**src/serial_baud_defs.svh**
```systemverilog
// register map, field positions, reset values and counts of the baud block
`ifndef SERIAL_BAUD_DEFS_SVH
`define SERIAL_BAUD_DEFS_SVH

// byte addresses
`define DATA_BUFFER_OFFSET     12'h018
`define BAUD_CONTROL_OFFSET    12'h01C
`define PRESCALER_OFFSET       12'h020
`define CONFIG_OFFSET          12'h024
`define STATUS_OFFSET          12'h028

// baud_rate_and_lin_control fields
`define MASTER_BREAK_BIT       7
`define SLAVE_BREAK_BIT        6
`define COARSE_MSB             5
`define COARSE_LSB             4
`define RATE_MSB               2
`define RATE_LSB               0

// baud_prescaler_fine_adjust fields
`define PRESCALE_MSB           7
`define PRESCALE_LSB           5
`define FINE_MSB               4
`define FINE_LSB               0

// configuration and status fields
`define ENABLE_BIT             0
`define SOURCE_BIT             1
`define SEND_BREAK_BIT         2
`define BREAK_SEEN_BIT         0
`define BREAK_SENDING_BIT      1

// reset values
`define BAUD_CONTROL_RESET     8'h00
`define PRESCALER_RESET        8'h00
`define CONFIG_RESET           8'h00

// coarse prescale divisors
`define COARSE_DIV_0           4'h1
`define COARSE_DIV_1           4'h3
`define COARSE_DIV_2           4'h4
`define COARSE_DIV_3           4'hD

// receiver ticks per bit and fine-adjust frame
`define RT_PER_BIT             5'h10
`define FINE_FRAME             6'h20

// break lengths in bit times
`define TX_BREAK_NORMAL_8      4'hA
`define TX_BREAK_NORMAL_9      4'hB
`define TX_BREAK_LIN_8         4'hD
`define TX_BREAK_LIN_9         4'hE
`define RX_BREAK_NORMAL_8      4'hA
`define RX_BREAK_NORMAL_9      4'hB
`define RX_BREAK_LIN_8         4'hB
`define RX_BREAK_LIN_9         4'hC

`endif

```
**src/serial_baud_pkg.sv**
```systemverilog
// state types of the baud and break block
package serial_baud_pkg;

   typedef enum logic {TX_IDLE, TX_BREAK} tx_state_type;
   typedef enum logic {RX_WAIT_HIGH, RX_ARMED} rx_state_type;

endpackage : serial_baud_pkg

```
**src/serial_baud_and_lin_break_config.sv**
```systemverilog
// data buffer, baud generator and break control with an APB register port
// =====================================================
`timescale 1ns/1ns
`include "serial_baud_defs.svh"
module serial_baud_and_lin_break_config
   import serial_baud_pkg::*;
(
   input  wire logic        sys_clk,
   input  wire logic        rstn,
   input  wire logic [11:0] paddr,
   input  wire logic        psel,
   input  wire logic        penable,
   input  wire logic        pwrite,
   input  wire logic [31:0] pwdata,
   output      logic [31:0] prdata,
   output      logic        pready,
   output      logic        pslverr,
   input  wire logic        oscillatorClock,
   input  wire logic        charLength9,
   input  wire logic        rxLoad,
   input  wire logic [7:0]  rxByte,
   output      logic [7:0]  txByte,
   output      logic        txLoad,
   input  wire logic        serialIn,
   output      logic        breakLineLow,
   output      logic        serialModuleEnable,
   output      logic        rtTick,
   output      logic        bitTick
);

   typedef struct packed
   {
      logic         pready;
      logic         pslverr;
      logic [7:0]   prdata;
      logic         masterBreakTransmitEnable;
      logic         slaveBreakDetectEnable;
      logic [1:0]   coarsePrescaleSelect;
      logic [2:0]   rateDivisorSelect;
      logic [2:0]   integerPrescaleCode;
      logic [4:0]   clockInsertionSelect;
      logic         serialModuleEnable;
      logic         baudSourceSelect;
      logic         oscPrev;
      logic         sourceTick;
      logic         txLoad;
      logic         breakSeen;
      tx_state_type txState;
      logic [3:0]   txCount;
      logic         breakLineLow;
      rx_state_type rxState;
      logic [7:0]   rxCount;
   } ctrl_state_type;

   typedef struct packed
   {
      logic [7:0] rxBuffer;
      logic [7:0] txBuffer;
   } data_buffer_type;

   ctrl_state_type  state;
   ctrl_state_type  next_state;
   data_buffer_type bufs;
   data_buffer_type next_bufs;

   logic       setupCycle;
   logic       writeDone;
   logic       startBreak;
   logic       clearBreak;
   logic [3:0] coarsePrescaleDivisor;
   logic [3:0] txBreakBits;
   logic [3:0] rxBreakBits;
   logic [7:0] rxThreshold;
   logic       preTick;
   logic       coarseTick;

   // =====================================================
   // baud chain
   always_comb
   begin
      unique case (state.coarsePrescaleSelect)
         2'b00: coarsePrescaleDivisor = `COARSE_DIV_0;
         2'b01: coarsePrescaleDivisor = `COARSE_DIV_1;
         2'b10: coarsePrescaleDivisor = `COARSE_DIV_2;
         2'b11: coarsePrescaleDivisor = `COARSE_DIV_3;
      endcase
      if (state.masterBreakTransmitEnable)
         txBreakBits = charLength9 ? `TX_BREAK_LIN_9 : `TX_BREAK_LIN_8;
      else
         txBreakBits = charLength9 ? `TX_BREAK_NORMAL_9 : `TX_BREAK_NORMAL_8;
      if (state.slaveBreakDetectEnable)
         rxBreakBits = charLength9 ? `RX_BREAK_LIN_9 : `RX_BREAK_LIN_8;
      else
         rxBreakBits = charLength9 ? `RX_BREAK_NORMAL_9 : `RX_BREAK_NORMAL_8;
      // threshold in receiver ticks, sixteen per bit
      rxThreshold = {rxBreakBits, 4'h0};
   end

   fine_prescaler u_prescale
   (
      .sys_clk (sys_clk),
      .rstn    (rstn),
      .clear   (!state.serialModuleEnable),
      .tickIn  (state.sourceTick),
      .code    (state.integerPrescaleCode),
      .fine    (state.clockInsertionSelect),
      .tickOut (preTick)
   );

   // four times the coarse divisor, sixteen ticks per bit make 64
   tick_divider #(.WIDTH(6)) u_coarse
   (
      .sys_clk (sys_clk),
      .rstn    (rstn),
      .clear   (!state.serialModuleEnable),
      .tickIn  (preTick),
      .divisor ({coarsePrescaleDivisor, 2'b00}),
      .tickOut (coarseTick)
   );

   tick_divider #(.WIDTH(8)) u_rate
   (
      .sys_clk (sys_clk),
      .rstn    (rstn),
      .clear   (!state.serialModuleEnable),
      .tickIn  (coarseTick),
      .divisor (8'h01 << state.rateDivisorSelect),
      .tickOut (rtTick)
   );

   // bit clock for the break transmitter; the break detector counts rtTick instead
   tick_divider #(.WIDTH(5)) u_bit
   (
      .sys_clk (sys_clk),
      .rstn    (rstn),
      .clear   (!state.serialModuleEnable),
      .tickIn  (rtTick),
      .divisor (`RT_PER_BIT),
      .tickOut (bitTick)
   );

   // =====================================================
   // registers and break control
   always_comb
   begin
      next_state = state;
      next_bufs = bufs;
      setupCycle = psel && !penable;
      writeDone = psel && penable && pready && pwrite;
      startBreak = 1'b0;
      clearBreak = 1'b0;
      next_state.pready = setupCycle;
      next_state.txLoad = 1'b0;
      next_state.oscPrev = oscillatorClock;
      next_state.sourceTick = state.baudSourceSelect ? (oscillatorClock && !state.oscPrev) : 1'b1;
      if (rxLoad)
         next_bufs.rxBuffer = rxByte;
      if (setupCycle)
      begin
         next_state.pslverr = 1'b0;
         next_state.prdata = 8'h00;
         case (paddr)
            `DATA_BUFFER_OFFSET: next_state.prdata = bufs.rxBuffer;
            `BAUD_CONTROL_OFFSET: next_state.prdata = {state.masterBreakTransmitEnable,
               state.slaveBreakDetectEnable, state.coarsePrescaleSelect, 1'b0, state.rateDivisorSelect};
            `PRESCALER_OFFSET: next_state.prdata = {state.integerPrescaleCode, state.clockInsertionSelect};
            `CONFIG_OFFSET: next_state.prdata = {5'h00, state.txState == TX_BREAK,
               state.baudSourceSelect, state.serialModuleEnable};
            `STATUS_OFFSET: next_state.prdata = {6'h00, state.txState == TX_BREAK, state.breakSeen};
            default: next_state.pslverr = 1'b1;
         endcase
      end
      if (writeDone)
      begin
         case (paddr)
            `DATA_BUFFER_OFFSET:
            begin
               next_bufs.txBuffer = pwdata[7:0];
               next_state.txLoad = 1'b1;
            end
            `BAUD_CONTROL_OFFSET:
            begin
               next_state.masterBreakTransmitEnable = pwdata[`MASTER_BREAK_BIT];
               next_state.slaveBreakDetectEnable = pwdata[`SLAVE_BREAK_BIT];
               next_state.coarsePrescaleSelect = pwdata[`COARSE_MSB:`COARSE_LSB];
               next_state.rateDivisorSelect = pwdata[`RATE_MSB:`RATE_LSB];
            end
            `PRESCALER_OFFSET:
            begin
               next_state.integerPrescaleCode = pwdata[`PRESCALE_MSB:`PRESCALE_LSB];
               next_state.clockInsertionSelect = pwdata[`FINE_MSB:`FINE_LSB];
            end
            `CONFIG_OFFSET:
            begin
               next_state.serialModuleEnable = pwdata[`ENABLE_BIT];
               next_state.baudSourceSelect = pwdata[`SOURCE_BIT];
               startBreak = pwdata[`SEND_BREAK_BIT] && pwdata[`ENABLE_BIT];
            end
            `STATUS_OFFSET: clearBreak = pwdata[`BREAK_SEEN_BIT];
            default: ;
         endcase
      end
      // break transmitter, counts whole bit times
      unique case (state.txState)
         TX_IDLE:
         begin
            if (startBreak)
            begin
               next_state.txState = TX_BREAK;
               next_state.txCount = 4'h0;
               next_state.breakLineLow = 1'b1;
            end
         end
         TX_BREAK:
         begin
            if (!state.serialModuleEnable)
            begin
               next_state.txState = TX_IDLE;
               next_state.breakLineLow = 1'b0;
            end
            else if (bitTick)
            begin
               if (state.txCount == txBreakBits - 4'h1)
               begin
                  next_state.txState = TX_IDLE;
                  next_state.breakLineLow = 1'b0;
               end
               else
               begin
                  next_state.txCount = state.txCount + 4'h1;
               end
            end
         end
      endcase
      // break detector, re-armed only after the line returns high
      if (clearBreak)
         next_state.breakSeen = 1'b0;
      unique case (state.rxState)
         RX_WAIT_HIGH:
         begin
            next_state.rxCount = 8'h00;
            if (serialIn && state.serialModuleEnable)
               next_state.rxState = RX_ARMED;
         end
         RX_ARMED:
         begin
            if (serialIn || !state.serialModuleEnable)
            begin
               next_state.rxCount = 8'h00;
            end
            else if (rtTick)
            begin
               if (state.rxCount == rxThreshold - 8'h01)
               begin
                  next_state.breakSeen = 1'b1; // set wins over clear
                  next_state.rxState = RX_WAIT_HIGH;
               end
               next_state.rxCount = state.rxCount + 8'h01;
            end
         end
      endcase
   end

   always_ff @(posedge sys_clk or negedge rstn)
   begin
      if (!rstn)
      begin
         state <= '0;
         state.txState <= TX_IDLE;
         state.rxState <= RX_WAIT_HIGH;
      end
      else
      begin
         state <= next_state;
      end
   end

   // no reset on the data buffer
   always_ff @(posedge sys_clk)
   begin
      bufs <= next_bufs;
   end

   assign prdata = {24'h000000, state.prdata};
   assign pready = state.pready;
   assign pslverr = state.pslverr;
   assign txByte = bufs.txBuffer;
   assign txLoad = state.txLoad;
   assign breakLineLow = state.breakLineLow;
   assign serialModuleEnable = state.serialModuleEnable;
endmodule : serial_baud_and_lin_break_config

```
**src/tick_divider.sv**
```systemverilog
// divides a tick stream by a run-time divisor
`timescale 1ns/1ns
module tick_divider
#(
   parameter int WIDTH = 8
)
(
   input  wire logic             sys_clk,
   input  wire logic             rstn,
   input  wire logic             clear,
   input  wire logic             tickIn,
   input  wire logic [WIDTH-1:0] divisor,
   output      logic             tickOut
);

   typedef struct packed
   {
      logic [WIDTH-1:0] count;
      logic             tickOut;
   } div_state_type;

   div_state_type state;
   div_state_type next_state;

   always_comb
   begin
      next_state = state;
      next_state.tickOut = 1'b0;
      if (clear)
      begin
         next_state.count = '0;
      end
      else if (tickIn)
      begin
         if (state.count >= divisor - WIDTH'(1))
         begin
            next_state.count = '0;
            next_state.tickOut = 1'b1;
         end
         else
         begin
            next_state.count = state.count + WIDTH'(1);
         end
      end
   end

   always_ff @(posedge sys_clk or negedge rstn)
   begin
      if (!rstn)
         state <= '0;
      else
         state <= next_state;
   end

   assign tickOut = state.tickOut;
endmodule : tick_divider

```
**src/fine_prescaler.sv**
```systemverilog
// integer prescaler with evenly spread clock insertion
`timescale 1ns/1ns
module fine_prescaler
(
   input  wire logic       sys_clk,
   input  wire logic       rstn,
   input  wire logic       clear,
   input  wire logic       tickIn,
   input  wire logic [2:0] code,
   input  wire logic [4:0] fine,
   output      logic       tickOut
);

   typedef struct packed
   {
      logic [3:0] count;
      logic [4:0] acc;
      logic       extra;
      logic       tickOut;
   } pre_state_type;

   pre_state_type state;
   pre_state_type next_state;
   logic [3:0]    lastCount;
   logic [5:0]    accSum;

   always_comb
   begin
      next_state = state;
      next_state.tickOut = 1'b0;
      // divide by code+1, plus one inserted clock when extra is set
      lastCount = {1'b0, code} + {3'h0, state.extra};
      accSum = {1'b0, state.acc} + {1'b0, fine};
      if (clear)
      begin
         next_state = '0;
      end
      else if (code == 3'h0)
      begin
         next_state.tickOut = tickIn;
      end
      else if (tickIn)
      begin
         if (state.count >= lastCount)
         begin
            next_state.count = 4'h0;
            next_state.tickOut = 1'b1;
            // accumulator carry spreads fine/32 insertions over the frame
            next_state.acc = accSum[4:0];
            next_state.extra = accSum[5];
         end
         else
         begin
            next_state.count = state.count + 4'h1;
         end
      end
   end

   always_ff @(posedge sys_clk or negedge rstn)
   begin
      if (!rstn)
         state <= '0;
      else
         state <= next_state;
   end

   assign tickOut = state.tickOut;
endmodule : fine_prescaler

```
**config.mk**
```make
export PLATFORM = sky130hd
export DESIGN_NAME = serial_baud_and_lin_break_config
export DESIGN_NICKNAME = d
export VERILOG_FILES = /design/src/serial_baud_pkg.sv /design/src/serial_baud_and_lin_break_config.sv /design/src/tick_divider.sv /design/src/fine_prescaler.sv
export VERILOG_INCLUDE_DIRS = /design/src
export SDC_FILE = /design/constraint.sdc
export NUM_CORES = 1
export LEC_CHECK = 0
export BUFFER_PORTS_ARGS = -buffer_cell sky130_fd_sc_hd__buf_4
export CAP_MARGIN = 20
export CORE_MARGIN = 4
export CORE_UTILIZATION = 55
export CTS_CLUSTER_SIZE = 14
export DETAILED_ROUTE_END_ITERATION = 8
export PLACE_DENSITY_LB_ADDON = 0.12
export SLEW_MARGIN = 20
export SYNTH_ARGS = -nofsm -noshare
export SYNTH_HDL_FRONTEND = slang
export SYNTH_SLANG_ARGS = --single-unit
export TNS_END_PERCENT = 100
```
**constraint.sdc**
```tcl
create_clock -name sys_clk -period 6 [get_ports sys_clk]
set_clock_uncertainty 0.15 [all_clocks]
set_input_delay 0.9 -clock sys_clk [delete_from_list [all_inputs] [get_ports sys_clk]]
set_output_delay 0.9 -clock sys_clk [all_outputs]
set_load 0.005 [all_outputs]
```
# Yosys cells after proc, flatten, opt, wreduce, memory -nomap -nowiden
# Index checks and enable logic that the tools add are counted.
word_totals:
  wordCells: 152
  out_inout_bits: 47
  input_bits: 61
  reg_bits: 95
classes:
  shift: 1
  reduce_logical: 22
  muxes: 56
  bitwise_logic: 2
  order_cmp: 4
  addsub: 12
  n_eq_ne: 23
op_table:
  columns: ["op", "count"]
  rows:
  - ["$pmux W8 S5", 1]
  - ["$eq A12 B6 Y1 const B", 3]
  - ["$mux W6", 5]
  - ["$mux W1", 28]
  - ["$eq A12 B5 Y1 const B", 2]
  - ["$mux W8", 3]
  - ["$mux W11", 2]
  - ["$mux W9", 2]
  - ["$pmux W9 S2", 1]
  - ["$add A8 B1 Y8 const B", 2]
  - ["$pmux W4 S4", 1]
  - ["$sub A8 B1 Y8 const B", 2]
  - ["$mux W7", 2]
  - ["$mux W4", 3]
  - ["$ne A2 B1 Y1 const B", 6]
  - ["$pmux W6 S2", 1]
  - ["$mux W10", 1]
  - ["$mux W5", 2]
  - ["$reduce_and A2 Y1", 5]
  - ["$mux W3", 3]
  - ["$add A4 B1 Y4 const B", 2]
  - ["$eq A8 B8 Y1", 1]
  - ["$ge A8 B8 Y1", 1]
  - ["$ne A2 B2 Y1 const B", 4]
  - ["25 further kinds", 37]

# Depth between registers and ports, before layout
depth:
  depth_word: 9
  depth_mapped: 14

# By module
# Synthesis repeated with hierarchy kept, for this count alone.
unflattened:
  hier_cells: 571
  hier_area_um2: 5924.4
modules_own_cells:
  columns: ["mod", "n_inst", "cells_per_inst", "area_each_um2", "seq_area_each_um2"]
  rows:
  - ["serial_baud_and_lin_break_config", 1, 300, 3295.7, 1631.6]
  - ["tick_divider at u_rate", 1, 98, 865.8, 225.2]
  - ["fine_prescaler", 1, 71, 769.5, 275.3]
  - ["tick_divider at u_coarse", 1, 57, 541.8, 175.2]
  - ["tick_divider at u_bit", 1, 45, 451.7, 150.1]

# Worst setup path after synthesis
# OpenSTA, ideal clock, no wires.
synth_timing:
  path_kind: "input -> register"
  start: "in paddr[1]"
  end: "reg bufs, in the netlist txByte[0] (enable)"
  required_time_ps: 5465
  arrival_ps: 2367
  cell_stages: 4
  setup_slack_ps: 3098
  cell_sequence: "or4_4 > nor3_2 > nand2_1 > nor3_1"
synth_between:
  elab_chain_len: 2
synth_rtl:
  columns: ["item", "line_no", "text"]
  rows:
  - ["from (decl)", "serial_baud_and_lin_break_config.sv:10", "input wire logic [11:0] paddr,"]
  - ["$eq A12 B5 Y1", "serial_baud_and_lin_break_config.sv:175", "case (paddr)"]
  - ["$reduce_and A2 Y1 (no source line)", null, null]
  - ["to (signal assigned)", "serial_baud_and_lin_break_config.sv:281", "bufs <= next_bufs;"]
  - ["to (decl)", "serial_baud_and_lin_break_config.sv:63", "data_buffer_type bufs;"]
# Every way passes these cells.
# A chain may end at the register's enable or synchronous reset.

# Worst setup path in the final report
layout_timing:
  start: "reg state[29] (netlist name)"
  end: "reg u_rate.state[8] (netlist name)"
layout_between:
  elab_chain_len: 6
layout_rtl:
  columns: ["item", "line_no", "text"]
  rows:
  - ["from (decl)", "serial_baud_and_lin_break_config.sv:61", "ctrl_state_type state;"]
  - ["from (signal assigned)", "serial_baud_and_lin_break_config.sv:274", "state <= next_state;"]
  - ["$shl A1 B3 Y8", "serial_baud_and_lin_break_config.sv:127", ".divisor (8'h01 << state.rateDivisorSelect),"]
  - ["$sub A8 B1 Y8", "tick_divider.sv:35", "if (state.count >= divisor - WIDTH'(1))"]
  - ["$ge A8 B8 Y1", "tick_divider.sv:35", null]
  - ["$mux W8", "tick_divider.sv:35", null]
  - ["$mux W9", "tick_divider.sv:33", "else if (tickIn)"]
  - ["$mux W8", "tick_divider.sv:29", "if (clear)"]
  - ["to (signal assigned)", "tick_divider.sv:52", "state <= next_state;"]
  - ["to (decl)", "tick_divider.sv:22", "div_state_type state;"]
# Every way passes these cells. The select of a mux whose other input is x is not followed.

==> impl_metrics.ini <==
[outcome]
status = finished clean

[synthesis]
synth_ff_type = dfrtp_1
synthTopCellsByCount = 79 x dfrtp_1, 41 x buf_4, 40 x nand2_1, 38 x ha_1, 34 x nor2_1
synth.area.top_cells = dfrtp_1 37%, edfxtp_1 8.9%, ha_1 8.8%
ys_ff_latch = 95
syn-cell-area_mm2 = 0.00539
synth_top_area_share_pct = 36.7
yosysTopAreaCell = dfrtp_1
yosys_warnings = 0
synth_edf_count = 16
syn_area_per_cell_um2 = 10.4
syn-instance-count = 521
synthDistinctLibCells = 64
ys_seq_area_share_pct = 45.6
yosysMostFrequentCell = dfrtp_1
synthArstFlopShare_pct = 83.2

[drt]
wirelength_um = 10900
drtAntennaViolNets = 0
wl_met3_um = 425
drc_errors = 0
drtPass1Iterations = 4
via_per_inst = 5.58
met1_length_um = 4930
wl_met2_um = 5350
top_layer = met4
drt_iter0_drc = 125
vias = 3866
routedWlPerCell_um = 15.7

[die]
die_h_um = 107
die_x_um = 107
fp-row-count = 35
io_pins = 108
die_area_mm2 = 0.0115
fp.coreArea_mm2 = 0.00937
start_util_pct = 57.6

[global_routing]
track_usage_pct = 19.6
first_global_vias = 3640
gr-total-overflow = 0
antenna_found_initial = 0
grt_max_degree = 80
grt_pass1_wl_um = 17900

[cts]
insertion_delay_ns = 0.37
clk_pin_slew_ns = 0.11
htreeDepth = 3
cts_setup_buffers = 0
numCtsBuffers = 9
clk_path_buf_depth = 2
clock-root-buffer = clkbuf_8
cts_resized = 0
clock_sinks = 95
cts_tree = done
hold_buffers = 0

[sta]
timing.fmax_mhz = 315
max_slew_margin_pct = 41.3
post-route-min-period_ns = 3.18
setup_viol = 0
slew_violations = 0
hold_ws_ns = 0.279
finalHoldViolations = 0
worst_pin_slew_ns = 0.873
finalCritPeriodShare_pct = 53.0
rsz0062_at_grt = false
setup_tns_ns = 0

[hold_path]
hold_path_class = reg2reg

[layout]
syn2layout_area_growth_pct = 10.3
n_fill_cell = 787
final_nets = 659
diodes = 0
layout-drive-gt1-share_pct = 17.6

[pwr]
switchingPower_mw = 0.286
ir_worst_vdd_uv = 128
p_clk_share_pct = 36.6
p_comb_share_pct = 5.1
p_sw_share_pct = 25.2
power_density_mw_per_mm2 = 191
p_int_mw = 0.848
p_leak_nw = 2.73
pwr-share-seq_pct = 58.4

[placement]
dp_hpwl_um = 8130
io_buffer_count = 59
gp_congestion = 0.765

[setup_path]
startpoint_type = flip-flop
crit_arrival_ns = 3.30
crit_type = reg2reg
crit_path_max_fanout = 13
worstPathRequired_ns = 6.13
worst_setup_path_end_kind = flip-flop

[flow_run]
maxCapViolations = 0
## area by class of cell
type	count	area [um^2]	share of cell area, %
clock buffer	9	124	2.08
clock inverter	7	77.6	1.30
inverter	22	82.6	1.39
multi-input combinational	369	2570	43.2
sequential	95	2460	41.3
tap	129	161	2.71
timing repair buffer	62	478	8.03
## critical path, stage by stage, from the launching register on
cell	delay (ns)
dfrtp_1	0.49
or3_1	0.44
ha_1	0.28
xor2_1	0.16
nor2_1	0.06
a21oi_1	0.16
ha_1	0.26
nand2_1	0.07
o21ai_0	0.11
a31oi_2	0.53
a31oi_1	0.17
a21oi_1	0.18
## kinds of logic after synthesis
family | count (synthesis) | share of synthesized area, %
other | 2 | 0.139
DFF | 95 | 45.6
adders and majority gates | 39 | 9.19
xor gates and xnor gates | 20 | 3.25
AOI/OAI and AO/OA | 100 | 12.5
muxes | 29 | 5.82
buffers and inverters | 80 | 8.49
and+or+nand+nor | 156 | 15.0
## layout by cell type (no fill, tap or decap), types with 3 or more instances in the layout
cell type,Yosys,final
a211oi_1,6,6
a21o_1,7,7
a21oi_1,26,26
a22o_1,7,7
a22oi_1,4,4
a31oi_1,5,4
and3_1,3,3
buf_4,41,61
clkbuf_8,0,9
conb_1,2,25
dfrtp_1,79,79
edfxtp_1,16,16
ha_1,38,38
inv_1,21,21
mux2_1,8,8
mux2_2,11,11
mux2i_1,10,10
nand2_1,40,40
nand2b_1,10,10
nand3_1,26,26
nand3b_1,3,3
nand4_1,6,6
nor2_1,34,34
nor2b_1,4,4
nor3_1,7,7
o21ai_0,17,17
o2bb2ai_1,4,4
o31ai_1,3,3
or3_1,4,4
xnor2_1,14,14
xor2_1,6,6
## final timing paths
kind	slack [ns]	from	end	depth (start not counted)
worst max-delay path	2.82	state[29]	u_rate.state[8]	11
worst min-delay path	0.28	state[18]	state[17]	1
worst max register to register	2.82	state[29]	u_rate.state[8]	11
worst min register to register	0.28	state[18]	state[17]	1
max in group asynchronous	4.77	rstn	u_coarse.state[3]	2
min in group asynchronous	0.34	rstn	u_bit.tickOut	1
## sequential cells by signal (all words and copies together), names as in the netlist, 5 cells and up
register / cells
u_coarse.state: 6
u_rate.state: 8
state: 33
bufs: 8
prdata: 8
txByte: 8
u_bit.state: 5
u_prescale.state: 10
## layer usage
metal	vias up	global-route usage (%)
met3	13	2.77
met5	-	0
met4	0	6.03
met2	73	31.3
li1	1872	-
met1	1908	27.9
## power groups by stage
stage	combinational, mW	clock (mW)	sequential [mW]
after floorplan	0.0300	0	0.675
after global placement	0.0547	0	0.675
after detailed placement	0.0558	0	0.675
after CTS	0.0561	0.425	0.662
after global routing	0.0642	0.456	0.663
final	0.0574	0.415	0.662
## metrics by stage
| stage | util [%] | std cells | instance area (um^2) | power [mW] | setup slack (ns) |
|---|---|---|---|---|---|
| 2_1_floorplan | - | 544 | 5480 | 0.705 | 3.10 |
| 3_3_place_gp | 61.1 | 676 | 5720 | 0.730 | 2.63 |
| 3_5_place_dp | 61.1 | 676 | 5720 | 0.731 | 2.55 |
| 4_1_cts | 63.2 | 692 | 5930 | 1.14 | 2.51 |
| 5_1_grt | 63.5 | 693 | 5950 | 1.18 | 2.53 |
| 6_report | 63.5 | 693 | 5950 | 1.13 | 2.82 |
(Power assumes the default switching activity.)
